## src/logic/aro_params.svh

```systemverilog
// constants for the converter result output port
// assumes a 250 MHz system clock; included by the port module only
`ifndef ARO_PARAMS_SVH
`define ARO_PARAMS_SVH
`define ARO_RES_W        16
`define ARO_BYTE_W       8
`define ARO_SER_BITS     16
`define ARO_CLK_MHZ      250
`define ARO_CONV_NS      20000
`define ARO_CONV_CYC     ((`ARO_CONV_NS * `ARO_CLK_MHZ) / 1000)
`define ARO_HALF_NS      32
`define ARO_HALF_CYC     ((`ARO_HALF_NS * `ARO_CLK_MHZ) / 1000)
`define ARO_FIFO_DEPTH   16
`endif

```

## src/logic/aro_pkg.sv

```systemverilog
// types for the converter result output port
// assumes aro_params.svh sits on the include path
package aro_pkg;
	typedef enum logic [1:0] {
		ARO_IDLE = 2'b00,
		ARO_CONV = 2'b01,
		ARO_DONE = 2'b10
	} aro_conv_t;
	typedef enum logic [1:0] {
		ARO_SIDLE = 2'b00,
		ARO_SHIGH = 2'b01,
		ARO_SLOW  = 2'b10
	} aro_ser_t;
endpackage

```

## src/logic/aro_fifo.sv

```systemverilog
// result fifo between the converter core and the output register
// assumes one clock; source honours in_ready
`timescale 1ns/1ps
module aro_fifo
	import aro_pkg::*;
#(
	parameter int WIDTH = 16,
	parameter int DEPTH = 16
) (
	// clock and reset
	input  wire logic             clk,
	input  wire logic             rst,
	// fill side
	input  wire logic             in_valid,
	output logic                  in_ready,
	input  wire logic [WIDTH-1:0] in_data,
	// drain side
	output logic                  out_valid,
	input  wire logic             out_ready,
	output logic [WIDTH-1:0]      out_data
);
	localparam int AW = $clog2(DEPTH);
	typedef struct packed {
		logic [AW-1:0] wr;
		logic [AW-1:0] rd;
		logic [AW:0]   cnt;
		logic          rdy;
	} aro_fifo_t;
	aro_fifo_t s_q, s_d;
	logic [WIDTH-1:0] mem [DEPTH];
	logic push, pop;

	assign in_ready  = s_q.rdy;
	assign out_valid = (s_q.cnt != '0);
	assign out_data  = mem[s_q.rd];
	assign push      = in_valid && in_ready;
	assign pop       = out_valid && out_ready;

	always_comb begin
		s_d = s_q;
		if (push)
			s_d.wr = s_q.wr + 1'b1;
		if (pop)
			s_d.rd = s_q.rd + 1'b1;
		s_d.cnt = s_q.cnt + (AW+1)'(push) - (AW+1)'(pop);
		// ready from a flop so the core never sees a combinational path
		s_d.rdy = (s_d.cnt != (AW+1)'(DEPTH));
	end

	always_ff @(posedge clk) begin
		if (push)
			mem[s_q.wr] <= in_data;
	end

	always_ff @(posedge clk or posedge rst) begin
		if (rst)
			s_q <= '0;
		else
			s_q <= s_d;
	end

	a_fifo_no_over: assert property (@(posedge clk) disable iff (rst)
		s_q.cnt <= (AW+1)'(DEPTH)) else $error("fifo count above depth");
endmodule

```

## src/logic/aro_sync.sv

```systemverilog
// three-stage synchroniser for pin inputs
// assumes inputs are asynchronous to clk; change counts when stages two and three agree
`timescale 1ns/1ps
module aro_sync
	import aro_pkg::*;
#(
	parameter int W = 1
) (
	// clock and reset
	input  wire logic         clk,
	input  wire logic         rst,
	// pins and filtered levels
	input  wire logic [W-1:0] pin,
	output logic [W-1:0]      level
);
	typedef struct packed {
		logic [W-1:0] s1;
		logic [W-1:0] s2;
		logic [W-1:0] s3;
		logic [W-1:0] lv;
	} aro_sync_t;
	aro_sync_t s_q, s_d;

	assign level = s_q.lv;

	always_comb begin
		s_d    = s_q;
		s_d.s1 = pin;
		s_d.s2 = s_q.s1;
		s_d.s3 = s_q.s2;
		for (int i = 0; i < W; i++) begin
			if (s_q.s2[i] == s_q.s3[i])
				s_d.lv[i] = s_q.s3[i];
		end
	end

	// idle levels: select high, read high, so nothing converts out of reset
	always_ff @(posedge clk or posedge rst) begin
		if (rst)
			s_q <= '1;
		else
			s_q <= s_d;
	end
endmodule

```

## src/logic/aro_port.sv

```systemverilog
// result output port: parallel byte bus, serial stream, busy and conversion start
// assumes the converter core hands in raw offset-binary results with a valid strobe
`timescale 1ns/1ps
`include "aro_params.svh"
module aro_port
	import aro_pkg::*;
#(
	parameter int RES_W    = `ARO_RES_W,
	parameter int CONV_CYC = `ARO_CONV_CYC,
	parameter int HALF_CYC = `ARO_HALF_CYC,
	parameter int DEPTH    = `ARO_FIFO_DEPTH
) (
	// clock and reset
	input  wire logic             CLK_SYS,
	input  wire logic             RST,
	// host control pins
	input  wire logic             CHIP_SELECT_N,
	input  wire logic             READ_CONVERT,
	input  wire logic             BYTE_HALF_SELECT,
	input  wire logic             OUTPUT_CODING_SELECT,
	input  wire logic             SERIAL_CLOCK_SOURCE_SELECT,
	// converter core
	input  wire logic [RES_W-1:0] CORE_RESULT,
	input  wire logic             CORE_VALID,
	output logic                  CORE_READY,
	output logic                  CORE_START,
	// parallel bus
	output logic [7:0]            PARALLEL_DATA_O,
	output logic                  PARALLEL_DATA_OE,
	// serial link
	input  wire logic             SERIAL_DATA_CLOCK_I,
	output logic                  SERIAL_DATA_CLOCK_O,
	output logic                  SERIAL_DATA_CLOCK_OE,
	output logic                  SERIAL_DATA,
	// status
	output logic                  BUSY_N
);
	localparam int CW = $clog2(CONV_CYC + 1);
	localparam int HW = $clog2(HALF_CYC + 1);

	typedef struct packed {
		aro_conv_t        cst;
		logic [CW-1:0]    ccnt;
		logic             start;
		logic             busy_n;
		logic             conv_l;
		logic [RES_W-1:0] res;
		logic [RES_W-1:0] shf;
		aro_ser_t         sst;
		logic [4:0]       bits;
		logic [4:0]       pcnt;
		logic [HW-1:0]    hcnt;
		logic             sclk;
		logic             sclk_oe;
		logic             sdat;
		logic             eclk_l;
		logic             ext_act;
		logic [7:0]       pd;
		logic             poe;
	} aro_port_t;
	aro_port_t s_q, s_d;

	logic             cs_n, rdc, bsel, code_sb, ext_mode, eclk;
	logic             conv_now, eclk_fall;
	logic             f_valid, f_ready;
	logic [RES_W-1:0] f_data, coded;

	aro_sync #(
		.W(6)
	) u_sync (
		.clk   (CLK_SYS),
		.rst   (RST),
		.pin   ({CHIP_SELECT_N, READ_CONVERT, BYTE_HALF_SELECT,
		         OUTPUT_CODING_SELECT, SERIAL_CLOCK_SOURCE_SELECT, SERIAL_DATA_CLOCK_I}),
		.level ({cs_n, rdc, bsel, code_sb, ext_mode, eclk})
	);

	// core results queue here; core stalls via CORE_READY when full
	aro_fifo #(
		.WIDTH(RES_W),
		.DEPTH(DEPTH)
	) u_fifo (
		.clk       (CLK_SYS),
		.rst       (RST),
		.in_valid  (CORE_VALID),
		.in_ready  (f_ready),
		.in_data   (CORE_RESULT),
		.out_valid (f_valid),
		.out_ready (s_q.cst == ARO_DONE),
		.out_data  (f_data)
	);

	// or of select and read/convert: a fall of the or starts a conversion
	assign conv_now  = s_q.conv_l && !(cs_n || rdc);
	assign eclk_fall = s_q.eclk_l && !eclk;
	// twos complement flips the msb of the offset-binary core code
	assign coded = code_sb ? f_data : {~f_data[RES_W-1], f_data[RES_W-2:0]};

	assign CORE_READY           = f_ready;
	assign CORE_START           = s_q.start;
	assign PARALLEL_DATA_O      = s_q.pd;
	assign PARALLEL_DATA_OE     = s_q.poe;
	assign SERIAL_DATA_CLOCK_O  = s_q.sclk;
	assign SERIAL_DATA_CLOCK_OE = s_q.sclk_oe;
	assign SERIAL_DATA          = s_q.sdat;
	assign BUSY_N               = s_q.busy_n;

	always_comb begin
		s_d        = s_q;
		s_d.start  = 1'b0;
		s_d.conv_l = cs_n || rdc;
		s_d.eclk_l = eclk;
		// conversion sequencer; a new start while busy is ignored
		unique case (s_q.cst)
			ARO_IDLE: begin
				if (conv_now) begin
					s_d.cst    = ARO_CONV;
					s_d.ccnt   = '0;
					s_d.start  = 1'b1;
					s_d.busy_n = 1'b0;
					s_d.shf    = s_q.res;
					s_d.bits   = 5'(`ARO_SER_BITS);
					s_d.ext_act = ext_mode;
					if (!ext_mode) begin
						s_d.sst  = ARO_SHIGH;
						s_d.pcnt = '0;
						s_d.hcnt = '0;
						s_d.sdat = s_q.res[RES_W-1];
					end
				end
			end
			ARO_CONV: begin
				if (s_q.ccnt >= CW'(CONV_CYC - 1))
					s_d.cst = ARO_DONE;
				else
					s_d.ccnt = s_q.ccnt + 1'b1;
			end
			ARO_DONE: begin
				// wait for the core result, then update and release busy
				if (f_valid) begin
					s_d.res    = coded;
					s_d.busy_n = 1'b1;
					s_d.cst    = ARO_IDLE;
				end
			end
			default: s_d.cst = ARO_IDLE;
		endcase
		// internal clock: 16 pulses, idle low
		unique case (s_q.sst)
			ARO_SIDLE: begin
				s_d.sclk    = 1'b0;
				s_d.sclk_oe = !ext_mode;
			end
			ARO_SHIGH: begin
				if (s_q.hcnt >= HW'(HALF_CYC - 1)) begin
					s_d.hcnt = '0;
					s_d.sclk = 1'b1;
					s_d.sst  = ARO_SLOW;
					s_d.pcnt = s_q.pcnt + 1'b1;
				end else
					s_d.hcnt = s_q.hcnt + 1'b1;
			end
			ARO_SLOW: begin
				if (s_q.hcnt >= HW'(HALF_CYC - 1)) begin
					s_d.hcnt = '0;
					s_d.sclk = 1'b0;
					s_d.shf  = {s_q.shf[RES_W-2:0], 1'b0};
					s_d.bits = s_q.bits - 1'b1;
					if (s_q.bits == 5'd1)
						s_d.sst = ARO_SIDLE;
					else
						s_d.sst = ARO_SHIGH;
					s_d.sdat = s_q.shf[RES_W-2];
				end else
					s_d.hcnt = s_q.hcnt + 1'b1;
			end
			default: s_d.sst = ARO_SIDLE;
		endcase
		// external clock: load on select, shift on each host clock fall
		if (s_q.sst == ARO_SIDLE && ext_mode) begin
			if (!cs_n && rdc && s_q.cst == ARO_IDLE && !s_q.ext_act) begin
				s_d.shf     = s_q.res;
				s_d.bits    = 5'(`ARO_SER_BITS);
				s_d.ext_act = 1'b1;
				s_d.sdat    = s_q.res[RES_W-1];
			end else if (s_q.ext_act && eclk_fall && s_q.bits != '0) begin
				s_d.shf  = {s_q.shf[RES_W-2:0], 1'b0};
				s_d.sdat = s_q.shf[RES_W-2];
				s_d.bits = s_q.bits - 1'b1;
			end
			if (cs_n)
				s_d.ext_act = 1'b0;
		end
		// parallel bus: msb byte when low, lsb byte when high
		s_d.pd  = bsel ? s_q.res[7:0] : s_q.res[15:8];
		s_d.poe = !cs_n && rdc;
	end

	always_ff @(posedge CLK_SYS or posedge RST) begin
		if (RST) begin
			s_q        <= '0;
			s_q.cst    <= ARO_IDLE;
			s_q.sst    <= ARO_SIDLE;
			s_q.busy_n <= 1'b1;
			s_q.conv_l <= 1'b1;
		end else
			s_q <= s_d;
	end

	a_busy_on_start: assert property (@(posedge CLK_SYS) disable iff (RST)
		conv_now && s_q.cst == ARO_IDLE |=> !BUSY_N && CORE_START)
		else $error("busy not low after start");
	a_drive_when_read: assert property (@(posedge CLK_SYS) disable iff (RST)
		PARALLEL_DATA_OE |-> $past(!cs_n && rdc))
		else $error("bus driven while not read");
	a_byte_low_half: assert property (@(posedge CLK_SYS) disable iff (RST)
		$past(bsel) && $stable(s_q.res) |-> PARALLEL_DATA_O == s_q.res[7:0])
		else $error("low byte wrong");
	a_byte_high_half: assert property (@(posedge CLK_SYS) disable iff (RST)
		!$past(bsel) && $stable(s_q.res) |-> PARALLEL_DATA_O == s_q.res[15:8])
		else $error("high byte wrong");
	a_clock_idle_low: assert property (@(posedge CLK_SYS) disable iff (RST)
		s_q.sst == ARO_SIDLE && $past(s_q.sst) == ARO_SIDLE |-> !SERIAL_DATA_CLOCK_O)
		else $error("serial clock not low when idle");
	a_result_stable: assert property (@(posedge CLK_SYS) disable iff (RST)
		s_q.cst != ARO_DONE |=> $stable(s_q.res))
		else $error("result changed outside update");
	a_busy_release: assert property (@(posedge CLK_SYS) disable iff (RST)
		$rose(BUSY_N) |-> $past(s_q.cst) == ARO_DONE)
		else $error("busy released early");
	a_coding_msb: assert property (@(posedge CLK_SYS) disable iff (RST)
		s_q.cst == ARO_DONE && f_valid && !code_sb |=> s_q.res[15] != $past(f_data[15]))
		else $error("twos complement msb not inverted");
	a_ext_no_drive: assert property (@(posedge CLK_SYS) disable iff (RST)
		$past(ext_mode) && s_q.sst == ARO_SIDLE |-> !SERIAL_DATA_CLOCK_OE)
		else $error("clock driven in external mode");
	a_sixteen_count: assert property (@(posedge CLK_SYS) disable iff (RST)
		conv_now && s_q.cst == ARO_IDLE && !ext_mode |=> s_q.bits == 5'd16)
		else $error("burst not sixteen bits");
	a_oe_off_deselect: assert property (@(posedge CLK_SYS) disable iff (RST)
		$past(cs_n) |-> !PARALLEL_DATA_OE)
		else $error("bus driven while deselected");
	a_oe_off_convert: assert property (@(posedge CLK_SYS) disable iff (RST)
		!$past(rdc) |-> !PARALLEL_DATA_OE)
		else $error("bus driven while converting");
	a_oe_on_read: assert property (@(posedge CLK_SYS) disable iff (RST)
		$past(!cs_n && rdc) |-> PARALLEL_DATA_OE)
		else $error("bus not driven while read");
	a_start_one_cycle: assert property (@(posedge CLK_SYS) disable iff (RST)
		CORE_START |=> !CORE_START)
		else $error("start pulse too long");
	a_start_on_fall: assert property (@(posedge CLK_SYS) disable iff (RST)
		CORE_START |-> $past(conv_now) && $past(s_q.cst) == ARO_IDLE)
		else $error("start without convert fall");
	a_busy_in_conv: assert property (@(posedge CLK_SYS) disable iff (RST)
		s_q.cst == ARO_CONV |-> !BUSY_N)
		else $error("busy high while converting");
	a_busy_in_done: assert property (@(posedge CLK_SYS) disable iff (RST)
		s_q.cst == ARO_DONE |-> !BUSY_N)
		else $error("busy high before update");
	a_busy_high_idle: assert property (@(posedge CLK_SYS) disable iff (RST)
		s_q.cst == ARO_IDLE |-> BUSY_N)
		else $error("busy low while idle");
	a_update_release: assert property (@(posedge CLK_SYS) disable iff (RST)
		s_q.cst == ARO_DONE && f_valid |=> BUSY_N && s_q.res == $past(coded))
		else $error("result not updated with busy release");
	a_coding_straight: assert property (@(posedge CLK_SYS) disable iff (RST)
		s_q.cst == ARO_DONE && f_valid && code_sb |=> s_q.res == $past(f_data))
		else $error("straight binary result altered");
	a_coding_low_bits: assert property (@(posedge CLK_SYS) disable iff (RST)
		s_q.cst == ARO_DONE && f_valid && !code_sb
		|=> s_q.res[RES_W-2:0] == $past(f_data[RES_W-2:0]))
		else $error("twos complement low bits altered");
	a_res_only_done: assert property (@(posedge CLK_SYS) disable iff (RST)
		$changed(s_q.res) |-> $past(s_q.cst) == ARO_DONE)
		else $error("result changed without conversion end");
	// serial guards; a start inside a running burst is out of order and not covered
	a_int_drives_clock: assert property (@(posedge CLK_SYS) disable iff (RST)
		s_q.sst != ARO_SIDLE |-> SERIAL_DATA_CLOCK_OE)
		else $error("burst without clock drive");
	a_int_idle_drive: assert property (@(posedge CLK_SYS) disable iff (RST)
		!$past(ext_mode) && s_q.sst == ARO_SIDLE && $past(s_q.sst) == ARO_SIDLE
		|-> SERIAL_DATA_CLOCK_OE)
		else $error("internal clock pin not driven");
	a_first_bit_msb: assert property (@(posedge CLK_SYS) disable iff (RST)
		conv_now && s_q.cst == ARO_IDLE && !ext_mode && s_q.sst == ARO_SIDLE
		|=> SERIAL_DATA == $past(s_q.res[RES_W-1]))
		else $error("burst does not open with msb");
	a_rise_in_burst: assert property (@(posedge CLK_SYS) disable iff (RST)
		$rose(SERIAL_DATA_CLOCK_O) |-> s_q.sst == ARO_SLOW)
		else $error("clock pulse outside burst");
	a_fall_on_shift: assert property (@(posedge CLK_SYS) disable iff (RST)
		$fell(SERIAL_DATA_CLOCK_O) |-> $past(s_q.sst) == ARO_SLOW)
		else $error("clock fall outside burst");
	a_pulse_total: assert property (@(posedge CLK_SYS) disable iff (RST)
		s_q.sst == ARO_SLOW && s_q.bits == 5'd1 && s_q.hcnt >= HW'(HALF_CYC - 1)
		|-> s_q.pcnt == 5'(`ARO_SER_BITS))
		else $error("burst pulse count not sixteen");
	a_burst_ends_idle: assert property (@(posedge CLK_SYS) disable iff (RST)
		s_q.sst == ARO_SLOW && s_q.bits == 5'd1 && s_q.hcnt >= HW'(HALF_CYC - 1)
		|=> s_q.sst == ARO_SIDLE && !SERIAL_DATA_CLOCK_O)
		else $error("clock not idle after last pulse");
	a_data_on_fall: assert property (@(posedge CLK_SYS) disable iff (RST)
		s_q.sst == ARO_SLOW |=> $stable(SERIAL_DATA) || $fell(SERIAL_DATA_CLOCK_O))
		else $error("serial data moved off a clock fall");
	a_ext_shift_fall: assert property (@(posedge CLK_SYS) disable iff (RST)
		s_q.sst == ARO_SIDLE && ext_mode && s_q.ext_act && eclk_fall && s_q.bits != '0
		|=> SERIAL_DATA == $past(s_q.shf[RES_W-2]))
		else $error("host clock fall did not shift");
	a_ext_hold: assert property (@(posedge CLK_SYS) disable iff (RST)
		s_q.sst == ARO_SIDLE && ext_mode && s_q.ext_act && !eclk_fall
		|=> $stable(SERIAL_DATA))
		else $error("serial data moved without host clock");
endmodule

```

## config.mk

```make
export PLATFORM = sky130hd
export DESIGN_NAME = aro_port
export DESIGN_NICKNAME = d
export VERILOG_FILES = /design/src/logic/aro_pkg.sv /design/src/logic/aro_fifo.sv /design/src/logic/aro_sync.sv /design/src/logic/aro_port.sv
export VERILOG_INCLUDE_DIRS = /design/src /design/src/logic
export SDC_FILE = /design/constraint.sdc
export NUM_CORES = 1
export LEC_CHECK = 0
export ABC_AREA = 1
export BUFFER_PORTS_ARGS = -buffer_cell sky130_fd_sc_hd__buf_2
export CAP_MARGIN = 0
export CORE_MARGIN = 5
export CORE_UTILIZATION = 45
export DETAILED_ROUTE_END_ITERATION = 10
export GPL_ROUTABILITY_DRIVEN = 0
export GPL_TIMING_DRIVEN = 0
export PLACE_DENSITY = 0.68
export SYNTH_ARGS = -nofsm -noshare
export SYNTH_HDL_FRONTEND = slang
export SYNTH_SLANG_ARGS = --single-unit
```

## constraint.sdc

```tcl
create_clock -name CLK_SYS -period 5.45 [get_ports CLK_SYS]
set_input_delay 0.545 -clock CLK_SYS [delete_from_list [all_inputs] [get_ports CLK_SYS]]
set_output_delay 0.545 -clock CLK_SYS [all_outputs]
set_load 0.005 [all_outputs]
```

==> out/qor.txt, run 1 <==
Period utilization = 55.04%
Simple-gate share of the synthesized area = 16.40%
Leak pwr = 6.958 nW
Post-CTS resize count = 0
DR vias/cell = 5.449
Capturing point of the worst reg2reg path = u_fifo.in_ready$_DFF_PP0_
RSZ-0062 raised after global routing = no
Reg2Reg Depth = 14
DRT antenna net count = 0
Ant diodes = 0
CTS max path bufs = 3
Reg2reg setup slack = 2450 ps
Largest net degree at the start of global routing = 69
TritonRoute pass-1 iters = 5
Status = finished, final reports clean
Setup crit end kind = register
I/O Buffers = 39
Worst slew margin relative to its limit = 34.34%
Avg Cell Area, Syn = 11.13 µm²
Post-synth EDFFs = 256
Post-synthesis mux area share = 0.4257%
Layout cells sized above 1 = 15.76%
Area delta synth->final = 15.16%
Row count = 68
Final min period = 3000 ps
DRT iter0 DRCs = 1018
DR WL/cell = 19.54 µm
F_max = 0.3334 GHz
CTS Hold Bufs = 0
H-tree depth = 2
Yosys warning count = 0
CP required = 5870 ps
Total negative slack = 0 ps
I/O pin cnt = 40
Fin. max-slew vios = 0
PD cells = 425.2 nW/µm²
TritonCTS clock tree = yes
Largest family of logic cells by synthesized area = simple AND/OR/NAND/NOR gates
Clk root buf = clkbuf_16
Fin Clk Skew = 17.63 ps
Hpwl dp = 25430 µm
DIE WIDTH = 196.1 µm
Post-Syn Instances = 1400
Seq/Total Area, Yosys = 67.54%
XOR/XNOR Fraction of Synth Area = 0.9557%
Asr flop ratio synth = 30.43%
Vias in the first global route = 10570
Nets@finish = 1542
Worst slew pin tran = 983.8 ps
Setup Buffers After CTS = 0
CTS sink count = 368
Worst-path fanout max = 10
WHS = 81.52 ps
Final Setup Violations = 0
CTS buffer count = 40
Mapped cell area = 15580 µm²
Remaining global-route overflow = 0
Core ar. = 34370 µm²
Cell variety after synth = 46
Die area = 38440 µm²
Top FF cell, synth = edfxtp_1
Setup CP Type = reg2reg
Die height = 196.1 µm
Worst-path clk slew = 60 ps
Later-pin clock latency in the skew report = 550 ps
Antenna violations before repair = 0
HP Class = in2async
DRC Markers = 0
First-pass GRT wire length = 59740 µm
Synth Area in Adders = 2.040%
Arrival time at the worst endpoint = 3420 ps
MaxCap Viol Count = 0
Synth Net Count = 1445
Peak supply drop = 0.0002744 V
Total track usage = 19.89%
Hold Fails Final Rpt = 0
Crit path launch type = register
Via count = 10780
Initial Utilization = 45.32%
Post-synthesis compound-gate area fraction = 7.959%
Flip-flop and latch count after synthesis = 368
Total wire length = 38650 µm
Reg-to-Reg Start = u_fifo.s_q[3]$_DFF_PP0_
[where the power goes]
part / switching, mW / total [mW] / internal (mW)
clock network: 1.08 / 2.54 / 1.45
logic: 1.00 / 1.53 / 0.522
registers: 0.185 / 3.57 / 3.38
[cells in the mapped netlist, types with 6 or more instances]
| library cell | instances | area share, % |
|---|---|---|
| nor3_1 | 16 | 0.51 |
| o211ai_1 | 12 | 0.58 |
| nand4_1 | 17 | 0.68 |
| dfrtp_1 | 86 | 14 |
| edfxtp_1 | 256 | 49 |
| a22oi_1 | 11 | 0.53 |
| nand3_1 | 71 | 2.3 |
| xor2_1 | 15 | 0.84 |
| o21ai_1 | 50 | 1.6 |
| buf_2 | 23 | 0.74 |
| inv_1 | 57 | 1.4 |
| o21ai_0 | 113 | 3.6 |
| nand2_1 | 192 | 4.6 |
| buf_4 | 17 | 0.82 |
| a21oi_1 | 34 | 1.1 |
| nor2_1 | 293 | 7.1 |
| ha_1 | 19 | 1.5 |
| nand2_2 | 7 | 0.28 |
| clkbuf_1 | 18 | 0.43 |
| maj3_1 | 6 | 0.39 |
| dfstp_2 | 26 | 4.4 |
| inv_2 | 7 | 0.17 |
| buf_6 | 13 | 0.94 |
[flip-flops by register name (all words and copies together) (netlist names)]
signal and count:
SERIAL_DATA_CLOCK_O 1, BUSY_N 1, s_q 60, u_fifo.in_ready 1, u_sync.s_q 6, u_sync.s_d 12
u_sync.level 6, PARALLEL_DATA_OE 1, CORE_START 1, SERIAL_DATA_CLOCK_OE 1, u_fifo.s_q 13, u_fifo.mem 256
PARALLEL_DATA_O 8, SERIAL_DATA 1
[layout make-up]
type,instances,area (µm²)
fillers,2991,16430
flip-flops and latches,368,10520
multi-input cells,890,4368
clock buffers,49,1035
well taps,455,569.3
repair buffers,55,535.5
plain buffers,74,467.9
inverters,68,262.8
clock inverters,19,180.2
[logic make-up (layout without fill, tap and decap cells)]
family	count (synthesis)	count (layout)
and+or+nand+nor	610	610
DFF	368	368
AOI/OAI and AO/OA	231	231
buffers and inverters	142	265
adders and majority gates	26	26
xor gates and xnor gates	17	17
muxes	6	6
[cell usage in the layout (no fill, tap or decap), drive strengths merged, types with 2 or more instances in the layout]
cell      instances
o22ai             4
o211ai           12
nand3            74
o21ai           163
bufinv            2
clkbuf           67
clkinv           15
a31oi             3
ha               19
a21oi            34
nand4            19
xor2             15
inv              68
a22oi            11
nor2            298
nor3             16
clkinvlp          2
or2               2
buf             111
edfxtp          256
nand2           200
xnor2             2
dfrtp            86
mux2              5
maj3              6
dfstp            26
[routing by layer]
layer / up-vias / part of all wire [%] / wire [µm] / global-route usage, %
met4: 0 / 3.2 / 1251 / 6.982
met2: 425 / 47 / 18080 / 32.04
met5: - / 0 / 0 / 0
met1: 5270 / 43 / 16520 / 27.61
met3: 77 / 7.2 / 2793 / 3.263
li1: 5006 / - / - / -
[how the worst max path moves through the flow]
stage,startpoint,to,slack (ps),cells after the start
floorplan,RST,CORE_START$_DFF_PP0_,1990,1
global placement,RST,s_q[55]$_DFFE_PP0P_,600,2
detailed placement,u_fifo.s_q[4]$_DFF_PP0_,u_fifo.in_ready$_DFF_PP0_,2440,14
CTS,u_fifo.s_q[3]$_DFF_PP0_,u_fifo.in_ready$_DFF_PP0_,2400,14
global route,u_fifo.s_q[3]$_DFF_PP0_,u_fifo.in_ready$_DFF_PP0_,2190,14
finish,u_fifo.s_q[3]$_DFF_PP0_,u_fifo.in_ready$_DFF_PP0_,2450,14
[critical path, cell delays in order, from the launching register on]
cell      delay (ps)
dfrtp_1          380
inv_1             80
ha_1             160
nand3_1          120
nand2_2          210
clkinv_1         180
buf_2            220
ha_1             300
inv_1             40
ha_1             220
fa_1             440
a21oi_1          160
o21bai_1         100
xor2_1           190
nand2_1           70
[metrics by stage]
step                power, mW  setup WS [ps]  utilization [%]  instances  instance area (µm²)
detailed placement      5.131           2439            48.66       1910                16730
floorplan               4.540           1989                -       1400                15580
finish                  7.629           2450            52.20       1978                17940
global placement        4.989          600.9            47.55       1894                16340
CTS                     7.678           2401            52.20       1978                17940
global route            7.985           2191            52.20       1978                17940
Power figures use the tool's default switching activity.
==> run 2: changes to the inputs <==
--- a/config.mk
+++ b/config.mk
@@ -14,7 +14,7 @@
 export DETAILED_ROUTE_END_ITERATION = 10
 export GPL_ROUTABILITY_DRIVEN = 0
 export GPL_TIMING_DRIVEN = 0
-export PLACE_DENSITY = 0.68
+export PLACE_DENSITY = 0.7
 export SYNTH_ARGS = -nofsm -noshare
 export SYNTH_HDL_FRONTEND = slang
 export SYNTH_SLANG_ARGS = --single-unit
==> constraint.sdc (replaced) <==
create_clock -name CLK_SYS -period 2.6 [get_ports CLK_SYS]
set_input_delay 0.26 -clock CLK_SYS [delete_from_list [all_inputs] [get_ports CLK_SYS]]
set_output_delay 0.26 -clock CLK_SYS [all_outputs]
set_load 0.005 [all_outputs]
==> out/qor.txt, run 2 (synthesized netlist as in run 1, its figures left out) <==
Most common cell after layout, fill and taps aside = nor2_1
Core ar. = 34370 µm²
HP Class = in2reg
Largest regs = u_fifo.mem x256, s_q x60, u_fifo.s_q x13
Nets@finish = 1560
DIE WIDTH = 196.1 µm
Peak supply drop = 0.0006673 V
Capturing point of the worst reg2reg path = u_fifo.in_ready$_DFF_PP0_
Worst-path fanout max = 5
Reg-to-Reg Start = u_fifo.s_q[3]$_DFF_PP0_
First-pass GRT wire length = 60010 µm
Area delta synth->final = 17.26%
DRT antenna net count = 0
Min-delay src = CORE_VALID
TritonRoute pass-1 iters = 6
Worst-path clk slew = 60 ps
Worst slew pin tran = 736.2 ps
Final std cell area, no fill = 18270 µm²
MaxCap Viol Count = 0
Combinational share of power = 21.3%
RSZ-0062 raised after global routing = yes
F_max = 0.4022 GHz
Switch Pwr = 4.900 mW
Later-pin clock latency in the skew report = 560 ps
Total power = 16.43 mW
Setup CP Type = reg2reg
Largest register FFs = 256
Fin Clk Skew = 27.91 ps
Row count = 68
Remaining global-route overflow = 0
Fin. max-slew vios = 0
Worst hold path stage count = 3
Hold EP = u_fifo.s_q[10]$_DFFE_PP0P_
PD cells = 899.5 nW/µm²
Ant diodes = 0
Switching share of power = 29.82%
DRC Markers = 0
Die area = 38440 µm²
Largest net degree at the start of global routing = 39
Status = finished, final reports clean
Total wire length = 38600 µm
CTS max path bufs = 3
Via count = 10870
Most frequent cells in the layout = nor2_1 (276), edfxtp_1 (256), nand2_1 (192), o21ai_0 (113), dfrtp_1 (86)
Final min period = 2486 ps
Internal cell power = 11.53 mW
Worst slew margin relative to its limit = 50.92%
Largest Register = u_fifo.mem
I/O Buffers = 39
Hold Fails Final Rpt = 0
Die height = 196.1 µm
H-tree depth = 2
Arrival time at the worst endpoint = 2900 ps
Fill count = 2917
DP Area = 16770 µm²
DR WL/cell = 19.30 µm
I/O pin cnt = 40
Setup crit end kind = register
Period utilization = 95.63%
Reg2Reg Depth = 13
Vias in the first global route = 10580
Clk root buf = clkbuf_16
Clock Power Share = 33.2%
Fin cells = 2000
DR vias/cell = 5.434
Antenna violations before repair = 0
Final Setup Violations = 0
Reg2reg setup slack = 110 ps
Layout cells sized above 1 = 16.96%
Initial Utilization = 45.32%
DRT iter0 DRCs = 1235
CP required = 3010 ps
CTS buffer count = 38
Total track usage = 19.95%
Hpwl dp = 25350 µm
Placed Cells = 1913
Sequential power share = 45.5%
Crit path launch type = register
CTS sink count = 368
TritonCTS clock tree = yes
Leak pwr = 7.070 nW
## run 2: per-layer routing
metal / up-vias / wire (µm) / GRT usage [%] / part of all wire [%]
met2: 495 / 18130 / 32.28 / 47
met5: - / 0 / 0 / 0
li1: 5034 / - / - / -
met1: 5249 / 15990 / 27.90 / 41
met4: 0 / 1132 / 6.025 / 2.9
met3: 90 / 3339 / 3.435 / 8.7
## run 2: worst max-delay path by stage
stage	cells past startpoint	slack, ps	end	startpoint
final	13	110	u_fifo.in_ready$_DFF_PP0_	u_fifo.s_q[3]$_DFF_PP0_
after global routing	13	-80	u_fifo.in_ready$_DFF_PP0_	u_fifo.s_q[3]$_DFF_PP0_
after CTS	14	7	u_fifo.in_ready$_DFF_PP0_	u_fifo.s_q[3]$_DFF_PP0_
after detailed placement	13	-490	u_fifo.in_ready$_DFF_PP0_	u_fifo.s_q[3]$_DFF_PP0_
after global placement	13	-400	u_fifo.in_ready$_DFF_PP0_	u_fifo.s_q[4]$_DFF_PP0_
after floorplan	14	8	u_fifo.in_ready$_DFF_PP0_	u_fifo.s_q[4]$_DFF_PP0_
## run 2: timing repair
item	4_1_cts	5_1_grt
endpoints found under the setup margin	3	2
buffers inserted	3	8
hold endpoints to repair	21	0
pin swaps	6	4
resized for setup	14	8
hold buffers	7	0
## run 2: layout make-up
class,instances,area [µm²],share of cell area (%)
plain buffers,73,462.9,2.534
well taps,455,569.3,3.116
multi-input cells,890,4447,24.34
clock buffers,51,1020,5.582
inverters,68,276.5,1.514
clock inverters,19,234.0,1.281
repair buffers,76,735.7,4.027
flip-flops and latches,368,10520,57.60
## run 2: power groups by stage
stage / clock (mW) / combinational (mW) / sequential (mW)
6_report: 5.45 / 3.50 / 7.48
2_1_floorplan: 0 / 2.04 / 7.48
3_5_place_dp: 0 / 3.20 / 7.58
3_3_place_gp: 0 / 2.87 / 7.57
5_1_grt: 5.82 / 3.87 / 7.54
4_1_cts: 5.54 / 3.32 / 7.47
## run 2: worst max-delay path: stages, from the launching register on
cell and delay (ps):
dfrtp_1 390, inv_2 90, ha_4 150, nand3_4 90
nand2_4 130, clkinv_8 80, ha_4 250, inv_2 40
ha_4 160, fa_2 420, a21oi_2 180, o21bai_1 110
xor2_1 210, nand2_1 70
## run 2: through the flow
| stage | hold slack (ps) | setup slack [ps] | util, % | TNS [ps] |
|---|---|---|---|---|
| finish | 75.23 | 113.6 | 53.14 | 0 |
| CTS | 54.15 | 7.251 | 52.85 | 0 |
| global route | 78.34 | -82.77 | 53.14 | -82.77 |
| detailed placement | 281.6 | -485.6 | 48.80 | -972.7 |
| floorplan | 264.5 | 8.465 | - | 0 |
| global placement | 347.6 | -403.0 | 47.56 | -4558 |
==> run 3: changes to the inputs <==
--- a/config.mk
+++ b/config.mk
@@ -10,11 +10,12 @@
 export BUFFER_PORTS_ARGS = -buffer_cell sky130_fd_sc_hd__buf_2
 export CAP_MARGIN = 0
 export CORE_MARGIN = 5
-export CORE_UTILIZATION = 45
+export CORE_UTILIZATION = 35
 export DETAILED_ROUTE_END_ITERATION = 10
 export GPL_ROUTABILITY_DRIVEN = 0
 export GPL_TIMING_DRIVEN = 0
-export PLACE_DENSITY = 0.7
+export HOLD_SLACK_MARGIN = 0.06
+export PLACE_DENSITY = 0.59
 export SYNTH_ARGS = -nofsm -noshare
 export SYNTH_HDL_FRONTEND = slang
 export SYNTH_SLANG_ARGS = --single-unit
==> out/qor.txt, run 3 (synthesized netlist as in run 1, its figures left out) <==
Ant diodes = 0
Reg2reg setup slack = 170 ps
Worst slew margin relative to its limit = 46.33%
First-pass GRT wire length = 62910 µm
Status = finished, final reports clean
TritonCTS clock tree = yes
Hold Fails Final Rpt = 0
Arrival time at the worst endpoint = 2860 ps
Layout cells sized above 1 = 16.62%
Total wire length = 41020 µm
Final Setup Violations = 0
Fin. max-slew vios = 0
Worst-path clk slew = 60 ps
Nets@finish = 1558
DRT antenna net count = 0
Crit path launch type = register
Row count = 77
Largest register FFs = 256
CP required = 3030 ps
DRC Markers = 0
Period utilization = 93.37%
H-tree depth = 2
Core ar. = 44120 µm²
Final min period = 2428 ps
Setup CP Type = reg2reg
WHS = 87.63 ps
Worst-path fanout max = 13
Fin Clk Skew = 28.73 ps
DRT iter0 DRCs = 873
CTS sink count = 368
CP Launch Point = u_fifo.s_q[4]$_DFF_PP0_
Vias in the first global route = 10630
PD cells = 892.2 nW/µm²
RSZ-0062 raised after global routing = no
Worst slew pin tran = 805.0 ps
Remaining global-route overflow = 0
I/O Buffers = 39
MaxCap Viol Count = 0
DIE WIDTH = 221.0 µm
Peak supply drop = 0.0005347 V
Largest regs = u_fifo.mem x256, s_q x60, u_fifo.s_q x13
Later-pin clock latency in the skew report = 560 ps
TritonRoute pass-1 iters = 5
Die height = 221.0 µm
Total negative slack = 0 ps
Antenna violations before repair = 0
Clk root buf = clkbuf_16
Min-delay src = CORE_RESULT[10]
CTS buffer count = 40
Largest Register = u_fifo.mem
Most common cell after layout, fill and taps aside = nor2_1
Most frequent cells in the layout = nor2_1 (276), edfxtp_1 (256), nand2_1 (192), o21ai_0 (113), dfrtp_1 (86)
F_max = 0.4119 GHz
Reg-to-Reg Start = u_fifo.s_q[4]$_DFF_PP0_
DR vias/cell = 5.060
Via count = 10790
Hpwl dp = 27700 µm
I/O pin cnt = 40
HP Class = in2reg
Initial Utilization = 35.31%
Setup slack at placement = -516.6 ps
Area delta synth->final = 17.88%
Die area = 48830 µm²
Post-route setup slack = 172.5 ps
Leak pwr = 7.049 nW
DR WL/cell = 19.24 µm
Total track usage = 16.46%
Setup crit end kind = register
Largest net degree at the start of global routing = 38
CTS max path bufs = 3
## run 3: cell types whose count changed in the layout (fill, tap and decap cells not counted), moves of 2 or more
cell,before,now
ha_4,3,1
clkinv_2,2,5
buf_4,28,21
clkinv_1,9,5
dlygate4sd3_1,7,10
clkbuf_16,38,40
## run 3: power by group
group	internal, mW	switching [mW]
Combinational	1.18	2.21
Clock	3.19	2.31
Sequential	7.09	0.393
## run 3: metal layers
metal  track usage (%)  vias to the layer above  wire [µm]  part of all wire (%)
met5                 0                        -          0                     0
met4             5.122                        0       1134                   2.8
met3             3.021                       73       2767                   6.7
met2             27.08                      386      19520                    48
met1             22.32                     5302      17600                    43
li1                  -                     5026          -                     -
## run 3: metrics by stage
step | power, mW | utilization, % | area [µm²] | instances
CTS | 16.42 | 41.56 | 18340 | 2131
detailed placement | 10.81 | 38.38 | 16930 | 2050
floorplan | 9.516 | - | 15580 | 1400
global route | 17.17 | 41.62 | 18360 | 2132
global placement | 10.51 | 37.44 | 16520 | 2031
finish | 16.38 | 41.62 | 18360 | 2132
## run 3: path summary, 6_finish.rpt
kind	to	depth (start not counted)
setup / recovery	u_fifo.in_ready$_DFF_PP0_	13
hold / removal	u_fifo.mem[14][10]$_DFFE_PP_	1
max in group asynchronous	u_sync.level[3]$_DFFE_PP1N_	4
setup reg to reg	u_fifo.in_ready$_DFF_PP0_	13
min in group asynchronous	PARALLEL_DATA_OE$_DFF_PP0_	3
hold reg to reg	u_sync.s_d[11]$_DFF_PP1_	0
## run 3: final cells by class
cell class	instances	area [µm²]
fill	4248	25760
inverter	68	271.5
timing repair buffer	72	700.7
sequential	368	10520
multi-input combinational	890	4424
buffer	73	462.9
tap	592	740.7
clock buffer	53	1070
clock inverter	16	171.4
## run 3: critical path, stage by stage (launching register included)
cell and delay [ps]:
dfrtp_1 380, inv_2 90, ha_4 140, nand3_4 90
nand2_4 130, inv_8 70, ha_1 270, inv_1 40
ha_2 190, fa_2 390, a21oi_2 160, o21bai_1 90
xor2_1 200, nand2_1 70
## run 3: what timing repair did
action | in CTS | in global routing
hold buffers | 10 | 0
gates resized for setup | 13 | 5
buffers inserted | 2 | 2
hold endpoints to repair | 52 | 0
pin swaps | 5 | 3
endpoints found under the setup margin | 4 | 1
